--- src/core/mqf_pkg.sv ---
// Shared constants and types for the multi-queue status flag logic.
package mqf_pkg;

  // ==========================================================
  // Sizes
  localparam int NQ = 8;
  localparam int QW = 3;
  localparam int CNT_W = 20;
  localparam int OFS_W = 16;

  // ==========================================================
  // Almost-empty offsets used when nothing is programmed
  localparam logic [OFS_W-1:0] OFS_LOW = 16'h0008;
  localparam logic [OFS_W-1:0] OFS_HIGH = 16'h0080;
  // Slack between offset and boundary, in 36-bit words (four 9-bit units).
  localparam logic [CNT_W-1:0] SLACK_WONLY = 20'h00001;
  localparam logic [CNT_W-1:0] SLACK_BOTH = 20'h00002;

  // ==========================================================
  // Flag latencies in read-clock cycles after the causing edge
  localparam int AE_LAT = 2;
  localparam int PR_LAT = 3;
  localparam int AF_SEL_LAT = 1;

  // ==========================================================
  // Bus width pairings, fixed at master reset
  typedef enum logic [2:0] {
    MQF_W36_36,
    MQF_W36_18,
    MQF_W36_9,
    MQF_W18_36,
    MQF_W9_36
  } mqf_width_t;

  // Fill is counted in 9-bit units.
  localparam logic [2:0] UNITS_36 = 3'h4;
  localparam logic [2:0] UNITS_18 = 3'h2;
  localparam logic [2:0] UNITS_9 = 3'h1;

  // ==========================================================
  // Avalon register map (byte addresses) and field positions
  localparam logic [3:0] REG_AE_OFFSET = 4'h0;
  localparam logic [3:0] REG_STATUS = 4'h4;
  localparam int OFS_LOADED_BIT = 16;
  localparam int STS_BUS_LSB = 0;
  localparam int STS_ACT_LSB = 8;
  localparam int STS_RDQ_LSB = 11;
  localparam int STS_WRQ_LSB = 14;
  localparam int STS_CFG_LSB = 17;
  localparam int STS_AFOE_BIT = 20;

endpackage : mqf_pkg

--- src/core/mqf_queue_flags.sv ---
// Fill and packet tracking for one queue, feeding the flag pipelines.
`timescale 1ns/1ns
`default_nettype none
module mqf_queue_flags
(
  // Clock and resets
  input wire logic i_clk,
  input wire logic i_sys_rst,
  input wire logic i_clr,
  // Write side
  input wire logic i_wr,
  input wire logic [2:0] i_wr_units,
  input wire logic i_sop_wr,
  input wire logic i_eop_wr,
  input wire logic i_both_sel,
  // Read side
  input wire logic i_rd,
  input wire logic [2:0] i_rd_units,
  input wire logic i_sop_rd,
  // Boundaries in 9-bit units
  input wire logic [mqf_pkg::CNT_W-1:0] i_thr_both,
  input wire logic [mqf_pkg::CNT_W-1:0] i_thr_wonly,
  // Flag pipeline taps, high means the flag is inactive
  output logic o_ae_pre,
  output logic o_pr_pre
);
  import mqf_pkg::*;

  logic [CNT_W-1:0] lvl_q;
  logic [CNT_W-1:0] thr;
  logic first_both_q;
  logic open_q;
  logic [CNT_W-1:0] pkts_q;
  logic pkt_in;
  logic pkt_out;
  logic pr_s1_q;

  assign thr = first_both_q ? i_thr_both : i_thr_wonly;
  assign pkt_in = i_wr && i_eop_wr && open_q;
  assign pkt_out = i_rd && i_sop_rd && (pkts_q != '0);

  // ==========================================================
  // Fill level
  always_ff @(posedge i_clk)
  begin
    if (i_sys_rst || i_clr)
      lvl_q <= '0;
    else if (i_rd && (lvl_q < CNT_W'(i_rd_units)))
      lvl_q <= i_wr ? CNT_W'(i_wr_units) : '0;
    else
      lvl_q <= lvl_q + (i_wr ? CNT_W'(i_wr_units) : '0)
               - (i_rd ? CNT_W'(i_rd_units) : '0);
  end

  // The boundary depends on who watched the queue at its first word.
  always_ff @(posedge i_clk)
  begin
    if (i_sys_rst || i_clr)
      first_both_q <= 1'b0;
    else if (i_wr && (lvl_q == '0))
      first_both_q <= i_both_sel;
  end

  // One stage here plus the output stage gives two cycles both ways.
  always_ff @(posedge i_clk)
  begin
    if (i_sys_rst)
      o_ae_pre <= 1'b0;
    else
      o_ae_pre <= (lvl_q >= thr);
  end

  // ==========================================================
  // Packet accounting
  always_ff @(posedge i_clk)
  begin
    if (i_sys_rst || i_clr)
      open_q <= 1'b0;
    else if (i_wr && i_eop_wr)
      open_q <= 1'b0;
    else if (i_wr && i_sop_wr)
      open_q <= 1'b1;
  end

  always_ff @(posedge i_clk)
  begin
    if (i_sys_rst || i_clr)
      pkts_q <= '0;
    else if (pkt_in && !pkt_out)
      pkts_q <= pkts_q + CNT_W'(1);
    else if (pkt_out && !pkt_in)
      pkts_q <= pkts_q - CNT_W'(1);
  end

  // Two stages here plus the output stage gives three cycles.
  always_ff @(posedge i_clk)
  begin
    if (i_sys_rst)
    begin
      pr_s1_q <= 1'b1;
      o_pr_pre <= 1'b1;
    end
    else
    begin
      pr_s1_q <= (pkts_q == '0);
      o_pr_pre <= pr_s1_q;
    end
  end

  // ==========================================================
  // Checks
  first_sel_a: assert property (@(posedge i_clk) disable iff (i_sys_rst)
    (i_wr && !i_clr && lvl_q == '0) |=> first_both_q == $past(i_both_sel))
    else $error("first-word port capture wrong");
  pkt_count_a: assert property (@(posedge i_clk) disable iff (i_sys_rst)
    (pkt_in && !pkt_out && !i_clr) |=> pkts_q == $past(pkts_q) + 1)
    else $error("complete packet not counted");
  pr_pipe_a: assert property (@(posedge i_clk) disable iff (i_sys_rst)
    (pkts_q == '0) |-> ##2 o_pr_pre)
    else $error("packet flag not released after two stages");
  ae_pipe_a: assert property (@(posedge i_clk) disable iff (i_sys_rst)
    (lvl_q < thr) |=> !o_ae_pre)
    else $error("almost-empty stage wrong below boundary");

endmodule : mqf_queue_flags
`default_nettype wire

--- src/core/mqf_flag_logic.sv ---
// Status flag logic of a multi-queue flow-control device.
// How it works
// - Default offset 8 or 128 by select.
// - Active almost-empty falls two cycles after read.
// - Active almost-empty rises after skew plus one.
// - 36/36 boundary offset+2 or offset+1 writes.
// - 36 to narrow boundary offset+1 writes.
// - 18 to 36 boundary doubled.
// - 9 to 36 boundary quadrupled.
// - Bus bit falls two cycles after read.
// - Bus bit rises after skew plus one.
// - Read queue switch may add one cycle.
// - Packet-ready edges follow the read clock.
// - First end marker after start marker counts.
// - Packet-ready falls two after skew.
// - Packet-ready rises three after last start read.
// - Packet bus bits track the active flag.
// - Flag-mode low selects addressed almost-full bus.
// - Strobe plus matching identity takes the bus.
// - Bus shows new device one cycle later.
// - Queue bit may lag on coinciding access.
// - Packet mode picks read flag bus content.
// - Queue one to eight on bits zero-seven.
//
// The placing of the registers and the Avalon-MM interface to the registers are this design's own decisions.
`timescale 1ns/1ns
`default_nettype none
module mqf_flag_logic
(
  // Clock and reset
  input wire logic i_clk,
  input wire logic i_sys_rst,
  // Master reset and straps
  input wire logic i_master_reset_n,
  input wire logic i_default_offset_select,
  input wire logic i_flag_bus_mode_select,
  input wire logic i_packet_mode_select,
  input wire mqf_pkg::mqf_width_t i_bus_width_mode,
  // Write port
  input wire logic i_wr_en,
  input wire logic i_wr_queue_sel,
  input wire logic [5:0] i_write_queue_address,
  input wire logic i_transmit_packet_start_marker,
  input wire logic i_transmit_packet_end_marker,
  // Read port
  input wire logic i_rd_en,
  input wire logic i_rd_queue_sel,
  input wire logic [mqf_pkg::QW-1:0] i_read_queue_address,
  input wire logic i_receive_packet_start_marker,
  // Almost-full bus selection
  input wire logic i_almost_full_bus_strobe,
  input wire logic [2:0] i_device_identity_inputs,
  input wire logic [mqf_pkg::NQ-1:0] i_queue_almost_full_n,
  // Flags
  output logic o_active_almost_empty_flag,
  output logic o_active_packet_ready_flag,
  output logic o_active_almost_full_flag,
  output logic [mqf_pkg::NQ-1:0] o_read_flag_bus,
  output logic [mqf_pkg::NQ-1:0] o_almost_full_flag_bus,
  output logic o_almost_full_flag_bus_oe,
  // Avalon-MM slave
  input wire logic [3:0] i_avs_address,
  input wire logic i_avs_read,
  input wire logic i_avs_write,
  input wire logic [31:0] i_avs_writedata,
  input wire logic [3:0] i_avs_byteenable,
  output logic [31:0] o_avs_readdata,
  output logic o_avs_waitrequest
);
  import mqf_pkg::*;

  logic df_q;
  logic fm_q;
  logic pkt_q;
  mqf_width_t width_q;
  logic [QW-1:0] wr_q_q;
  logic [QW-1:0] rd_q_q;
  logic [OFS_W-1:0] prog_offset_q;
  logic prog_loaded_q;
  logic [OFS_W-1:0] ae_offset;
  logic out36;
  logic [2:0] wr_units;
  logic [2:0] rd_units;
  logic [CNT_W-1:0] thr_wonly;
  logic [CNT_W-1:0] thr_both;
  logic [NQ-1:0] ae_pre;
  logic [NQ-1:0] pr_pre;
  logic af_sel_q;
  logic [31:0] status;
  logic avs_take;
  logic clr;

  assign clr = !i_master_reset_n;

  // ==========================================================
  // Straps, caught while master reset is held
  always_ff @(posedge i_clk)
  begin
    if (i_sys_rst)
    begin
      df_q <= 1'b0;
      fm_q <= 1'b0;
      pkt_q <= 1'b0;
      width_q <= MQF_W36_36;
    end
    else if (clr)
    begin
      df_q <= i_default_offset_select;
      fm_q <= i_flag_bus_mode_select;
      pkt_q <= i_packet_mode_select;
      width_q <= i_bus_width_mode;
    end
  end

  // ==========================================================
  // Boundaries
  always_comb
  begin
    if (prog_loaded_q)
      ae_offset = prog_offset_q;
    else
      ae_offset = df_q ? OFS_HIGH : OFS_LOW;
  end

  always_comb
  begin
    out36 = 1'b0;
    wr_units = UNITS_36;
    rd_units = UNITS_36;
    unique case (width_q)
      MQF_W36_36: out36 = 1'b1;
      MQF_W36_18: rd_units = UNITS_18;
      MQF_W36_9: rd_units = UNITS_9;
      MQF_W18_36:
      begin
        out36 = 1'b1;
        wr_units = UNITS_18;
      end
      MQF_W9_36:
      begin
        out36 = 1'b1;
        wr_units = UNITS_9;
      end
      default: out36 = 1'b1;
    endcase
  end

  // Writes times write units is always four units per offset step,
  // so one shift covers the doubled and quadrupled boundaries.
  assign thr_wonly = (CNT_W'(ae_offset) + SLACK_WONLY) << 2;
  assign thr_both = out36 ? (CNT_W'(ae_offset) + SLACK_BOTH) << 2
                          : thr_wonly;

  // ==========================================================
  // Queue selection on both ports
  // A write in the cycle of a write queue switch lands in the old queue.
  always_ff @(posedge i_clk)
  begin
    if (i_sys_rst || clr)
      wr_q_q <= '0;
    else if (i_wr_queue_sel)
      wr_q_q <= i_write_queue_address[QW-1:0];
  end

  always_ff @(posedge i_clk)
  begin
    if (i_sys_rst || clr)
      rd_q_q <= '0;
    else if (i_rd_queue_sel)
      rd_q_q <= i_read_queue_address;
  end

  // ==========================================================
  // Per-queue trackers
  for (genvar g = 0; g < NQ; g++)
  begin : g_queue
    mqf_queue_flags u_queue (
      .i_clk(i_clk),
      .i_sys_rst(i_sys_rst),
      .i_clr(clr),
      .i_wr(i_wr_en && (wr_q_q == QW'(g))),
      .i_wr_units(wr_units),
      .i_sop_wr(i_transmit_packet_start_marker),
      .i_eop_wr(i_transmit_packet_end_marker),
      .i_both_sel(rd_q_q == QW'(g)),
      .i_rd(i_rd_en && (rd_q_q == QW'(g))),
      .i_rd_units(rd_units),
      .i_sop_rd(i_receive_packet_start_marker),
      .i_thr_both(thr_both),
      .i_thr_wonly(thr_wonly),
      .o_ae_pre(ae_pre[g]),
      .o_pr_pre(pr_pre[g])
    );
  end

  // ==========================================================
  // Read side flags
  always_ff @(posedge i_clk)
  begin
    if (i_sys_rst)
    begin
      o_active_almost_empty_flag <= 1'b0;
      o_active_packet_ready_flag <= 1'b1;
    end
    else
    begin
      o_active_almost_empty_flag <= ae_pre[rd_q_q];
      o_active_packet_ready_flag <= pr_pre[rd_q_q];
    end
  end

  // A read queue switch freezes the bus for one cycle; the update
  // slips by a cycle instead of racing the selection change.
  always_ff @(posedge i_clk)
  begin
    if (i_sys_rst)
      o_read_flag_bus <= '0;
    else if (!i_rd_queue_sel)
      o_read_flag_bus <= pkt_q ? pr_pre : ae_pre;
  end

  // ==========================================================
  // Almost-full bus, driven in addressed mode only, and active almost-full flag
  // Selection and queue switch never share a cycle, so the strobe
  // decode need not arbitrate against the write queue path.
  always_ff @(posedge i_clk)
  begin
    if (i_sys_rst || clr)
      af_sel_q <= 1'b0;
    else if (i_almost_full_bus_strobe && !fm_q)
      af_sel_q <= (i_write_queue_address[5:3] ==
                   i_device_identity_inputs);
  end

  always_ff @(posedge i_clk)
  begin
    if (i_sys_rst)
    begin
      o_almost_full_flag_bus <= '1;
      o_almost_full_flag_bus_oe <= 1'b0;
      o_active_almost_full_flag <= 1'b1;
    end
    else
    begin
      o_almost_full_flag_bus <= i_queue_almost_full_n;
      o_almost_full_flag_bus_oe <= af_sel_q && !fm_q;
      o_active_almost_full_flag <= i_queue_almost_full_n[wr_q_q];
    end
  end

  // ==========================================================
  // Avalon slave: every access answers on its second cycle
  assign avs_take = (i_avs_read || i_avs_write) && !o_avs_waitrequest;

  always_comb
  begin
    status = '0;
    status[STS_BUS_LSB +: NQ] = o_read_flag_bus;
    status[STS_ACT_LSB +: 3] = {o_active_almost_full_flag,
                                o_active_packet_ready_flag,
                                o_active_almost_empty_flag};
    status[STS_RDQ_LSB +: QW] = rd_q_q;
    status[STS_WRQ_LSB +: QW] = wr_q_q;
    status[STS_CFG_LSB +: 3] = {pkt_q, fm_q, df_q};
    status[STS_AFOE_BIT] = o_almost_full_flag_bus_oe;
  end

  always_ff @(posedge i_clk)
  begin
    if (i_sys_rst)
      o_avs_waitrequest <= 1'b1;
    else
      o_avs_waitrequest <= !((i_avs_read || i_avs_write)
                             && o_avs_waitrequest);
  end

  always_ff @(posedge i_clk)
  begin
    if (i_sys_rst)
      o_avs_readdata <= '0;
    else if (i_avs_read && o_avs_waitrequest)
    begin
      if (i_avs_address == REG_AE_OFFSET)
        o_avs_readdata <= {15'h0000, prog_loaded_q, prog_offset_q};
      else if (i_avs_address == REG_STATUS)
        o_avs_readdata <= status;
      else
        o_avs_readdata <= '0;
    end
  end

  // Master reset drops a programmed offset back to the strap default; an offset register write in the same cycle wins over it.
  always_ff @(posedge i_clk)
  begin
    if (i_sys_rst)
    begin
      prog_offset_q <= '0;
      prog_loaded_q <= 1'b0;
    end
    else if (avs_take && i_avs_write && i_avs_address == REG_AE_OFFSET)
    begin
      if (i_avs_byteenable[0])
        prog_offset_q[7:0] <= i_avs_writedata[7:0];
      if (i_avs_byteenable[1])
        prog_offset_q[15:8] <= i_avs_writedata[15:8];
      if (i_avs_byteenable[2])
        prog_loaded_q <= i_avs_writedata[OFS_LOADED_BIT];
    end
    else if (clr)
      prog_loaded_q <= 1'b0;
  end

  // ==========================================================
  // Checks
  df_default_a: assert property (@(posedge i_clk) disable iff (i_sys_rst)
    !prog_loaded_q |-> ae_offset == (df_q ? OFS_HIGH : OFS_LOW))
    else $error("default offset does not follow strap");
  af_take_a: assert property (@(posedge i_clk) disable iff (i_sys_rst)
    (i_almost_full_bus_strobe && !fm_q && i_master_reset_n
     && i_write_queue_address[5:3] == i_device_identity_inputs)
    |=> ##1 o_almost_full_flag_bus_oe)
    else $error("matching device did not take the bus");
  af_release_a: assert property (@(posedge i_clk) disable iff (i_sys_rst)
    (i_almost_full_bus_strobe && !fm_q
     && i_write_queue_address[5:3] != i_device_identity_inputs)
    |=> ##1 !o_almost_full_flag_bus_oe)
    else $error("deselected device still drives the bus");
  af_data_a: assert property (@(posedge i_clk) disable iff (i_sys_rst)
    o_almost_full_flag_bus_oe |-> o_almost_full_flag_bus
      == $past(i_queue_almost_full_n))
    else $error("almost-full bus shows stale status");
  rd_hold_a: assert property (@(posedge i_clk) disable iff (i_sys_rst)
    i_rd_queue_sel |=> $stable(o_read_flag_bus))
    else $error("read flag bus moved during queue switch");
  bus_mode_a: assert property (@(posedge i_clk) disable iff (i_sys_rst)
    !i_rd_queue_sel |=> o_read_flag_bus
      == $past(pkt_q ? pr_pre : ae_pre))
    else $error("read flag bus shows wrong status kind");
  act_ae_a: assert property (@(posedge i_clk) disable iff (i_sys_rst)
    1'b1 |=> o_active_almost_empty_flag == $past(ae_pre[rd_q_q]))
    else $error("active almost-empty flag off its queue");
  cfg_hold_a: assert property (@(posedge i_clk) disable iff (i_sys_rst)
    i_master_reset_n |=> $stable({df_q, fm_q, pkt_q, width_q}))
    else $error("straps changed outside master reset");
  avs_answer_a: assert property (@(posedge i_clk) disable iff (i_sys_rst)
    (i_avs_read || i_avs_write) && o_avs_waitrequest |=> !o_avs_waitrequest)
    else $error("bus access not answered in one cycle");

  pr_fall_c: cover property (@(posedge i_clk) $fell(o_active_packet_ready_flag));
  ae_rise_c: cover property (@(posedge i_clk) $rose(o_active_almost_empty_flag));
  af_take_c: cover property (@(posedge i_clk) $rose(o_almost_full_flag_bus_oe));
  avs_wr_c: cover property (@(posedge i_clk) avs_take && i_avs_write);

endmodule : mqf_flag_logic
`default_nettype wire

--- config.mk ---
export PLATFORM = sky130hd
export DESIGN_NAME = mqf_flag_logic
export DESIGN_NICKNAME = d
export VERILOG_FILES = /design/src/core/mqf_pkg.sv /design/src/core/mqf_queue_flags.sv /design/src/core/mqf_flag_logic.sv
export SDC_FILE = /design/constraint.sdc
export NUM_CORES = 2
export LEC_CHECK = 0
export BUFFER_PORTS_ARGS = -buffer_cell sky130_fd_sc_hd__buf_4
export CAP_MARGIN = 10
export CELL_PAD_IN_SITES_DETAIL_PLACEMENT = 0
export CELL_PAD_IN_SITES_GLOBAL_PLACEMENT = 2
export CORE_MARGIN = 8
export CORE_UTILIZATION = 42
export DETAILED_ROUTE_END_ITERATION = 8
export GPL_ROUTABILITY_DRIVEN = 1
export PLACE_DENSITY_LB_ADDON = 0.12
export SLEW_MARGIN = 20
export SYNTH_ARGS = -nofsm -noshare
export SYNTH_HDL_FRONTEND = slang
export SYNTH_SLANG_ARGS = --single-unit
--- constraint.sdc ---
create_clock -name i_clk -period 8.45 [get_ports i_clk]
set_clock_uncertainty 0.1 [all_clocks]
set_input_delay 1.69 -clock i_clk [delete_from_list [all_inputs] [get_ports i_clk]]
set_output_delay 1.69 -clock i_clk [all_outputs]
set_load 0.005 [all_outputs]
# After elaboration in Yosys (flattened, before gate mapping)
# Cells that the tools add are included.
# W data, S select, Z words.
dict set report classes {
  n_addsub 34
  mul 0
  n_div 0
  magnitude_cmp 18
  n_eq_ne 22
  shift 0
  mux 65
  bitwise 0
  reduce_logical 164
}
# operator n
set op_table {}
lappend op_table {{$mux W20} 24}
lappend op_table {{$logic_not A20 Y1} 16}
lappend op_table {{$mux W19} 9}
lappend op_table {{$add A20 B1 Y20 const B} 8}
lappend op_table {{$add A20 B20 Y20} 8}
lappend op_table {{$ge A20 B20 Y1} 8}
lappend op_table {{$lt A20 B3 Y1} 8}
lappend op_table {{$reduce_bool A20 Y1} 8}
lappend op_table {{$sub A20 B1 Y20 const B} 8}
lappend op_table {{$sub A20 B20 Y20} 8}
lappend op_table {{$logic_and A1 B1 Y1} 95}
lappend op_table {{$mux W3} 16}
lappend op_table {{$mux W21} 2}
lappend op_table {{$eq A3 B3 Y1 const B} 9}
lappend op_table {{$logic_not A1 Y1} 20}
lappend op_table {{$eq A3 B2 Y1 const B} 6}
lappend op_table {{$reduce_or A2 Y1} 9}
lappend op_table {{$add A16 B1 Y17 const B} 1}
lappend op_table {{$add A16 B2 Y17 const B} 1}
lappend op_table {{$mux W16} 1}
lappend op_table {{$mux W8} 2}
lappend op_table {{$reduce_bool A2 Y1} 8}
lappend op_table {{$pmux W3 S2} 2}
lappend op_table {{$bmux W1 S3} 3}
lappend op_table {{11 further kinds} 23}
dict set report word_totals {
  regBits 443
  latch_bits 0
  mem_bits_rw 0
  rom_bits 0
  inputBits 79
  out_inout_bits 53
  word_cells 377
  memories 0
}

# Depth between registers and ports, before layout
dict set report depth {
  depth_word 8
  depth_mapped 20
  depth_no_buf 17
}

# By module
# Synthesis repeated with hierarchy kept, for this count alone.
dict set report unflattened {
  hier_cells 4722
  hier_area_um2 38733.4
}
# mod n_inst cells_per_inst area_each_um2 seq_area_each_um2
set by_module_without_submodules {}
lappend by_module_without_submodules {{mqf_queue_flags (g_queue[0].u_queue ...)} 4 526 4299.1 900.9}
lappend by_module_without_submodules {{mqf_queue_flags (g_queue[1].u_queue ...)} 2 529 4309.1 900.9}
lappend by_module_without_submodules {{mqf_queue_flags (g_queue[7].u_queue)} 1 540 4431.8 900.9}
lappend by_module_without_submodules {{mqf_queue_flags (g_queue[6].u_queue)} 1 529 4386.7 900.9}
lappend by_module_without_submodules {mqf_flag_logic 1 491 4100.2 1441.4}

# Least setup slack after synthesis
# Ideal clock, no wire load.
dict set report synth_path {
  kind {input to register}
  startpoint {input port i_wr_en}
  endpoint {register g_queue[0].u_queue.lvl_q[19]}
  setup_time_ns 0.119
  arrival_ns 5.048
  required_ns 8.231
  slack_ns 3.183
  stages 14
  path_cell_list {nand2b_1 nor3_1 nand2_1 fa_1 inv_1 ha_1 o21a_1 a2111oi_2 o211ai_1 o31ai_2 o21ai_1 a2111oi_2 o21a_1 nor3_1}
}
dict set report synth_between {
  elab_chain_len 5
}
# item line
set synth_rtl {}
lappend synth_rtl {{from (decl)} mqf_flag_logic.sv:40} ;# input wire logic i_wr_en,
lappend synth_rtl {{$logic_and A1 B1 Y1} mqf_flag_logic.sv:181} ;# .i_wr(i_wr_en && (wr_q_q == QW'(g))),
lappend synth_rtl {{$mux W3} mqf_queue_flags.sv:51} ;# lvl_q <= lvl_q + (i_wr ? CNT_W'(i_wr_units) : '0)
lappend synth_rtl {{$add A20 B20 Y20} mqf_queue_flags.sv:51}
lappend synth_rtl {{$sub A20 B20 Y20} mqf_queue_flags.sv:52} ;# - (i_rd ? CNT_W'(i_rd_units) : '0);
lappend synth_rtl {{$mux W20} mqf_queue_flags.sv:48} ;# else if (i_rd && (lvl_q < CNT_W'(i_rd_units)))
lappend synth_rtl {{to (signal assigned)} mqf_queue_flags.sv:49} ;# lvl_q <= i_wr ? CNT_W'(i_wr_units) : '0;
lappend synth_rtl {{to (signal assigned)} mqf_queue_flags.sv:51}
lappend synth_rtl {{to (decl)} mqf_queue_flags.sv:29} ;# logic [CNT_W-1:0] lvl_q;
# No other way between the ends.
# A chain may end at the register's enable or synchronous reset.

# Final worst setup path
dict set report layout_path {
  startpoint {input port i_rd_en}
  endpoint {register g_queue[7].u_queue.pkts_q[16]}
}
dict set report layout_between {
  elab_chain_len 6
}
# item line
set layout_rtl {}
lappend layout_rtl {{from (decl)} mqf_flag_logic.sv:46} ;# input wire logic i_rd_en,
lappend layout_rtl {{$logic_and A1 B1 Y1 *} mqf_flag_logic.sv:186} ;# .i_rd(i_rd_en && (rd_q_q == QW'(g))),
lappend layout_rtl {{$logic_and A1 B1 Y1 * (2 in a row)} mqf_queue_flags.sv:40} ;# assign pkt_out = i_rd && i_sop_rd && (pkts_q != '0);
lappend layout_rtl {{$logic_not A1 Y1} mqf_queue_flags.sv:89} ;# else if (pkt_in && !pkt_out)
lappend layout_rtl {{$logic_and A1 B1 Y1} mqf_queue_flags.sv:89}
lappend layout_rtl {{$mux W20 or $reduce_bool A2 Y1 (tied branches)} -}
lappend layout_rtl {{to (signal assigned)} mqf_queue_flags.sv:90} ;# pkts_q <= pkts_q + CNT_W'(1);
lappend layout_rtl {{to (signal assigned)} mqf_queue_flags.sv:92} ;# pkts_q <= pkts_q - CNT_W'(1);
lappend layout_rtl {{to (decl)} mqf_queue_flags.sv:33} ;# logic [CNT_W-1:0] pkts_q;
# Mark *: on every way between the ends. The rest lies on a longest branch, timed or not.

==> impl_metrics.toml <==
[yosys]
ys_ff_latch = 432
syn-instance-count = 4689
synth.distinct_cells = 89
syn-cell-area_um2 = 37300
ys_dominant_reg_cell = "dfxtp_1"
synth_edf_count = 0
avgSynthCellArea_um2 = 7.95
synthArstFlopShare_pct = 0
yosys_warnings = 0
seq_area_frac_synth_pct = 23.2

[power_and_ir_drop]
p_leak_nw = 18.0
powerDensity_nw_per_um2 = 240
irDropWorstVdd_v = 0.000183

[critical_path]
cpPeakStageDelay_ps = 540
crit_path_top_delay_cell = "inv_1"
crit_path_end_kind = "register"
crit_required_ps = 8890
worstPathArrival_ps = 6050
path_delay_family = "compound AO/OA/AOI/OAI gates"
cp_max_fo = 19
cp.buffers_inverters = 2
worstSetupPathType = "in2reg"
ff2ff_setup_slack_ps = 3090
start_kind = "primary input"
crit_chain = "buf_4, nand2_1, nor2_1, o211ai_1, ha_1, inv_1, ha_1, a21oi_1, o21ai_0, a2111o_1, a21oi_1, o21ai_0, a221oi_1, nor4_1, a311o_1"

[global_routing]
grt_max_degree = 100
grt_util_all_layers_pct = 23.3
grt_pass1_vias = 32182
grt.overflow.total = 0
antenna_found_initial = 3
grt_pass1_wl_um = 184000

[detailed_routing]
viasPerCell = 5.61
routedWlPerCell_um = 19.9
first_iter_violations = 1792
num_vias = 33346
wl_um = 118000
drtAntennaViolNets = 0
drt-pass1-iter-count = 5
drc = 0

[floorplanning]
core_area_um2 = 88200
initial_core_util_pct = 42.3
die_w_um = 314
die_h_um = 314
std_cell_rows = 109
fp.dieArea_um2 = 98600
ios = 132

[hold_path]
hold_path_class = "reg2reg"

[place]
dpl_cell_area_um2 = 39400
dp_hpwl_um = 86400
portBuffers = 104
place_congestion = 0.895
pre_cts_slack_ps = 2020

[clock_tree]
postCtsSetupBuffers = 0
ctsResizeCount = 0
cts_root_buffer = "clkbuf_16"
path_clk_slew_ps = 60
cts_hold_buf = 0
cts.path.max_buffers = 3
clkSinkCount = 432
htree_levels = 2
cts_buffers = 56
cts_tree = "done"
clk_latency_ps = 670

[sta]
setup_viol = 0
hold_violations = 0
fmax_mhz = 178
max_slew_margin_pct = 24.9
min_period_ps = 5620
setup_ws_ps = 2830
rsz0062_at_grt = "false"
finalCritPeriodShare_pct = 66.5
slew_viol_final = 0
worst_slew_pin_slew_ps = 1130
setup_tns_ps = 0

[flow_run]
max_cap_violations = 0

[layout]
finalInstanceArea_um2 = 41300
final_nets = 5399
area_delta_synth_final_pct = 10.7
drive_above_1_share_pct = 7.07

[outcome]
outcome = "finished clean"
[sequential cells by signal, summed over array words and instances (netlist names), 3 cells and up]
signal	flops
rd_q_q	3
g_queue.u_queue.lvl_q	160
g_queue.u_queue.o_pr_pre	8
g_queue.u_queue.o_ae_pre	8
width_q	3
o_almost_full_flag_bus	8
o_avs_readdata	21
prog_offset_q	16
wr_q_q	3
g_queue.u_queue.pr_s1_q	8
o_read_flag_bus	8
g_queue.u_queue.first_both_q	8
g_queue.u_queue.open_q	8
g_queue.u_queue.pkts_q	160
[final cells by class]
cell class / instances / area (um2)
flip-flops and latches: 432 / 8650
repair buffers: 155 / 1190
clock buffers: 78 / 1610
multi-input cells: 3735 / 26800
clock inverters: 23 / 275
inverters: 355 / 1330
diodes: 3 / 7.51
well taps: 1165 / 1460
fillers: 8957 / 47000
[layer usage]
metal  routed length, um  global-route usage (%)  vias up
li1                    -                       -    16879
met3                6880                    4.42      176
met5                   0                       0        -
met2               53900                    38.5      660
met1               54100                    30.7    15631
met4                3510                    6.70        0
[report_power, final]
part | total, mW | internal, mW | switching, mW | leakage, nW
registers | 2.51 | 2.27 | 0.240 | 3.51
clock network | 2.51 | 1.48 | 1.03 | 0.937
logic | 4.90 | 2.19 | 2.71 | 13.6
total | 9.92 | 5.94 | 3.98 | 18.0
[cells in the final DEF, fill, tap and decap left out, types with 88 or more instances in the layout]
master,n
buf_4,153
nor3_1,121
a21oi_1,363
inv_1,354
xor2_1,88
nand3_1,129
ha_1,553
o21ai_0,222
nand2_1,287
dfxtp_1,432
xnor2_1,164
nor2_1,548
a21o_1,122
mux2i_1,166
[worst reg2reg max path, stage by stage (launching register included)]
cell and delay [ps]:
dfxtp_1 940, nand2_1 240, nor2_1 420, o211ai_1 160, ha_1 290, inv_1 540
ha_1 400, a21oi_1 160, o21ai_0 170, a2111o_1 450, a21oi_1 310, o21ai_0 220
a221oi_1 410, nor4_1 90, a311o_1 320
[cells by family after synthesis]
logic type / Yosys count / share of synthesized area, %
AND/OR/NAND/NOR: 1533 / 19.7
AO/OA/AOI/OAI: 1173 / 20.3
adder cells (fa/ha/maj): 585 / 20.3
buffers and inverters: 532 / 5.53
flip-flops: 432 / 23.2
XOR/XNOR: 260 / 6.11
multiplexers: 173 / 4.85
other: 1 / 0.0101
[path summary, 6_finish.rpt]
path                         startpoint                             to  cells past startpoint
min          g_queue[5].u_queue.pr_s1_q    g_queue[5].u_queue.o_pr_pre                      1
max                             i_rd_en  g_queue[7].u_queue.pkts_q[16]                     15
min reg2reg  g_queue[5].u_queue.pr_s1_q    g_queue[5].u_queue.o_pr_pre                      1
max reg2reg                   rd_q_q[0]  g_queue[7].u_queue.pkts_q[16]                     14
[through the flow]
stage	hold WS, ps	util (%)	instances	power [mW]
2_1_floorplan	289	-	4699	6.34
3_3_place_gp	302	44.6	5842	7.45
3_5_place_dp	299	44.6	5842	7.44
4_1_cts	315	46.8	5943	10.0
5_1_grt	332	46.8	5944	10.8
6_report	313	46.8	5946	9.92
[Yosys cell counts (9+ instances only)]
cell type,n,share of area [%]
o211ai_1,36,0.72
nor4_1,64,1.1
nand3_1,129,1.7
clkbuf_1,134,1.3
nor3b_1,11,0.22
inv_1,354,3.6
a31oi_1,39,0.65
a2111oi_0,9,0.21
nor2_1,548,5.5
fa_1,32,1.7
a21o_1,122,2.5
a22oi_1,10,0.20
nand3b_1,9,0.18
a211oi_1,66,1.3
and2_1,31,0.52
mux2i_1,166,4.5
a211o_1,21,0.49
buf_2,14,0.19
a21oi_1,365,4.9
or4_1,15,0.30
nand4_1,55,0.92
a31o_2,10,0.23
a221oi_1,27,0.63
o21a_1,44,0.89
o41ai_1,9,0.21
ha_1,553,19
nor3_1,122,1.6
or3_1,40,0.67
and3_1,31,0.52
or2_2,31,0.52
xnor2_1,168,3.9
o2111ai_1,15,0.35
nand2b_1,66,1.1
nand2_1,288,2.9
nor4b_1,9,0.21
o21bai_1,49,0.99
and4_1,12,0.28
buf_1,16,0.16
o21ai_0,222,3.0
buf_4,13,0.26
xor2_1,92,2.2
o31ai_1,29,0.58
nor2b_1,49,0.82
dfxtp_1,432,23
Note: power is estimated with default switching activity, not from simulation.
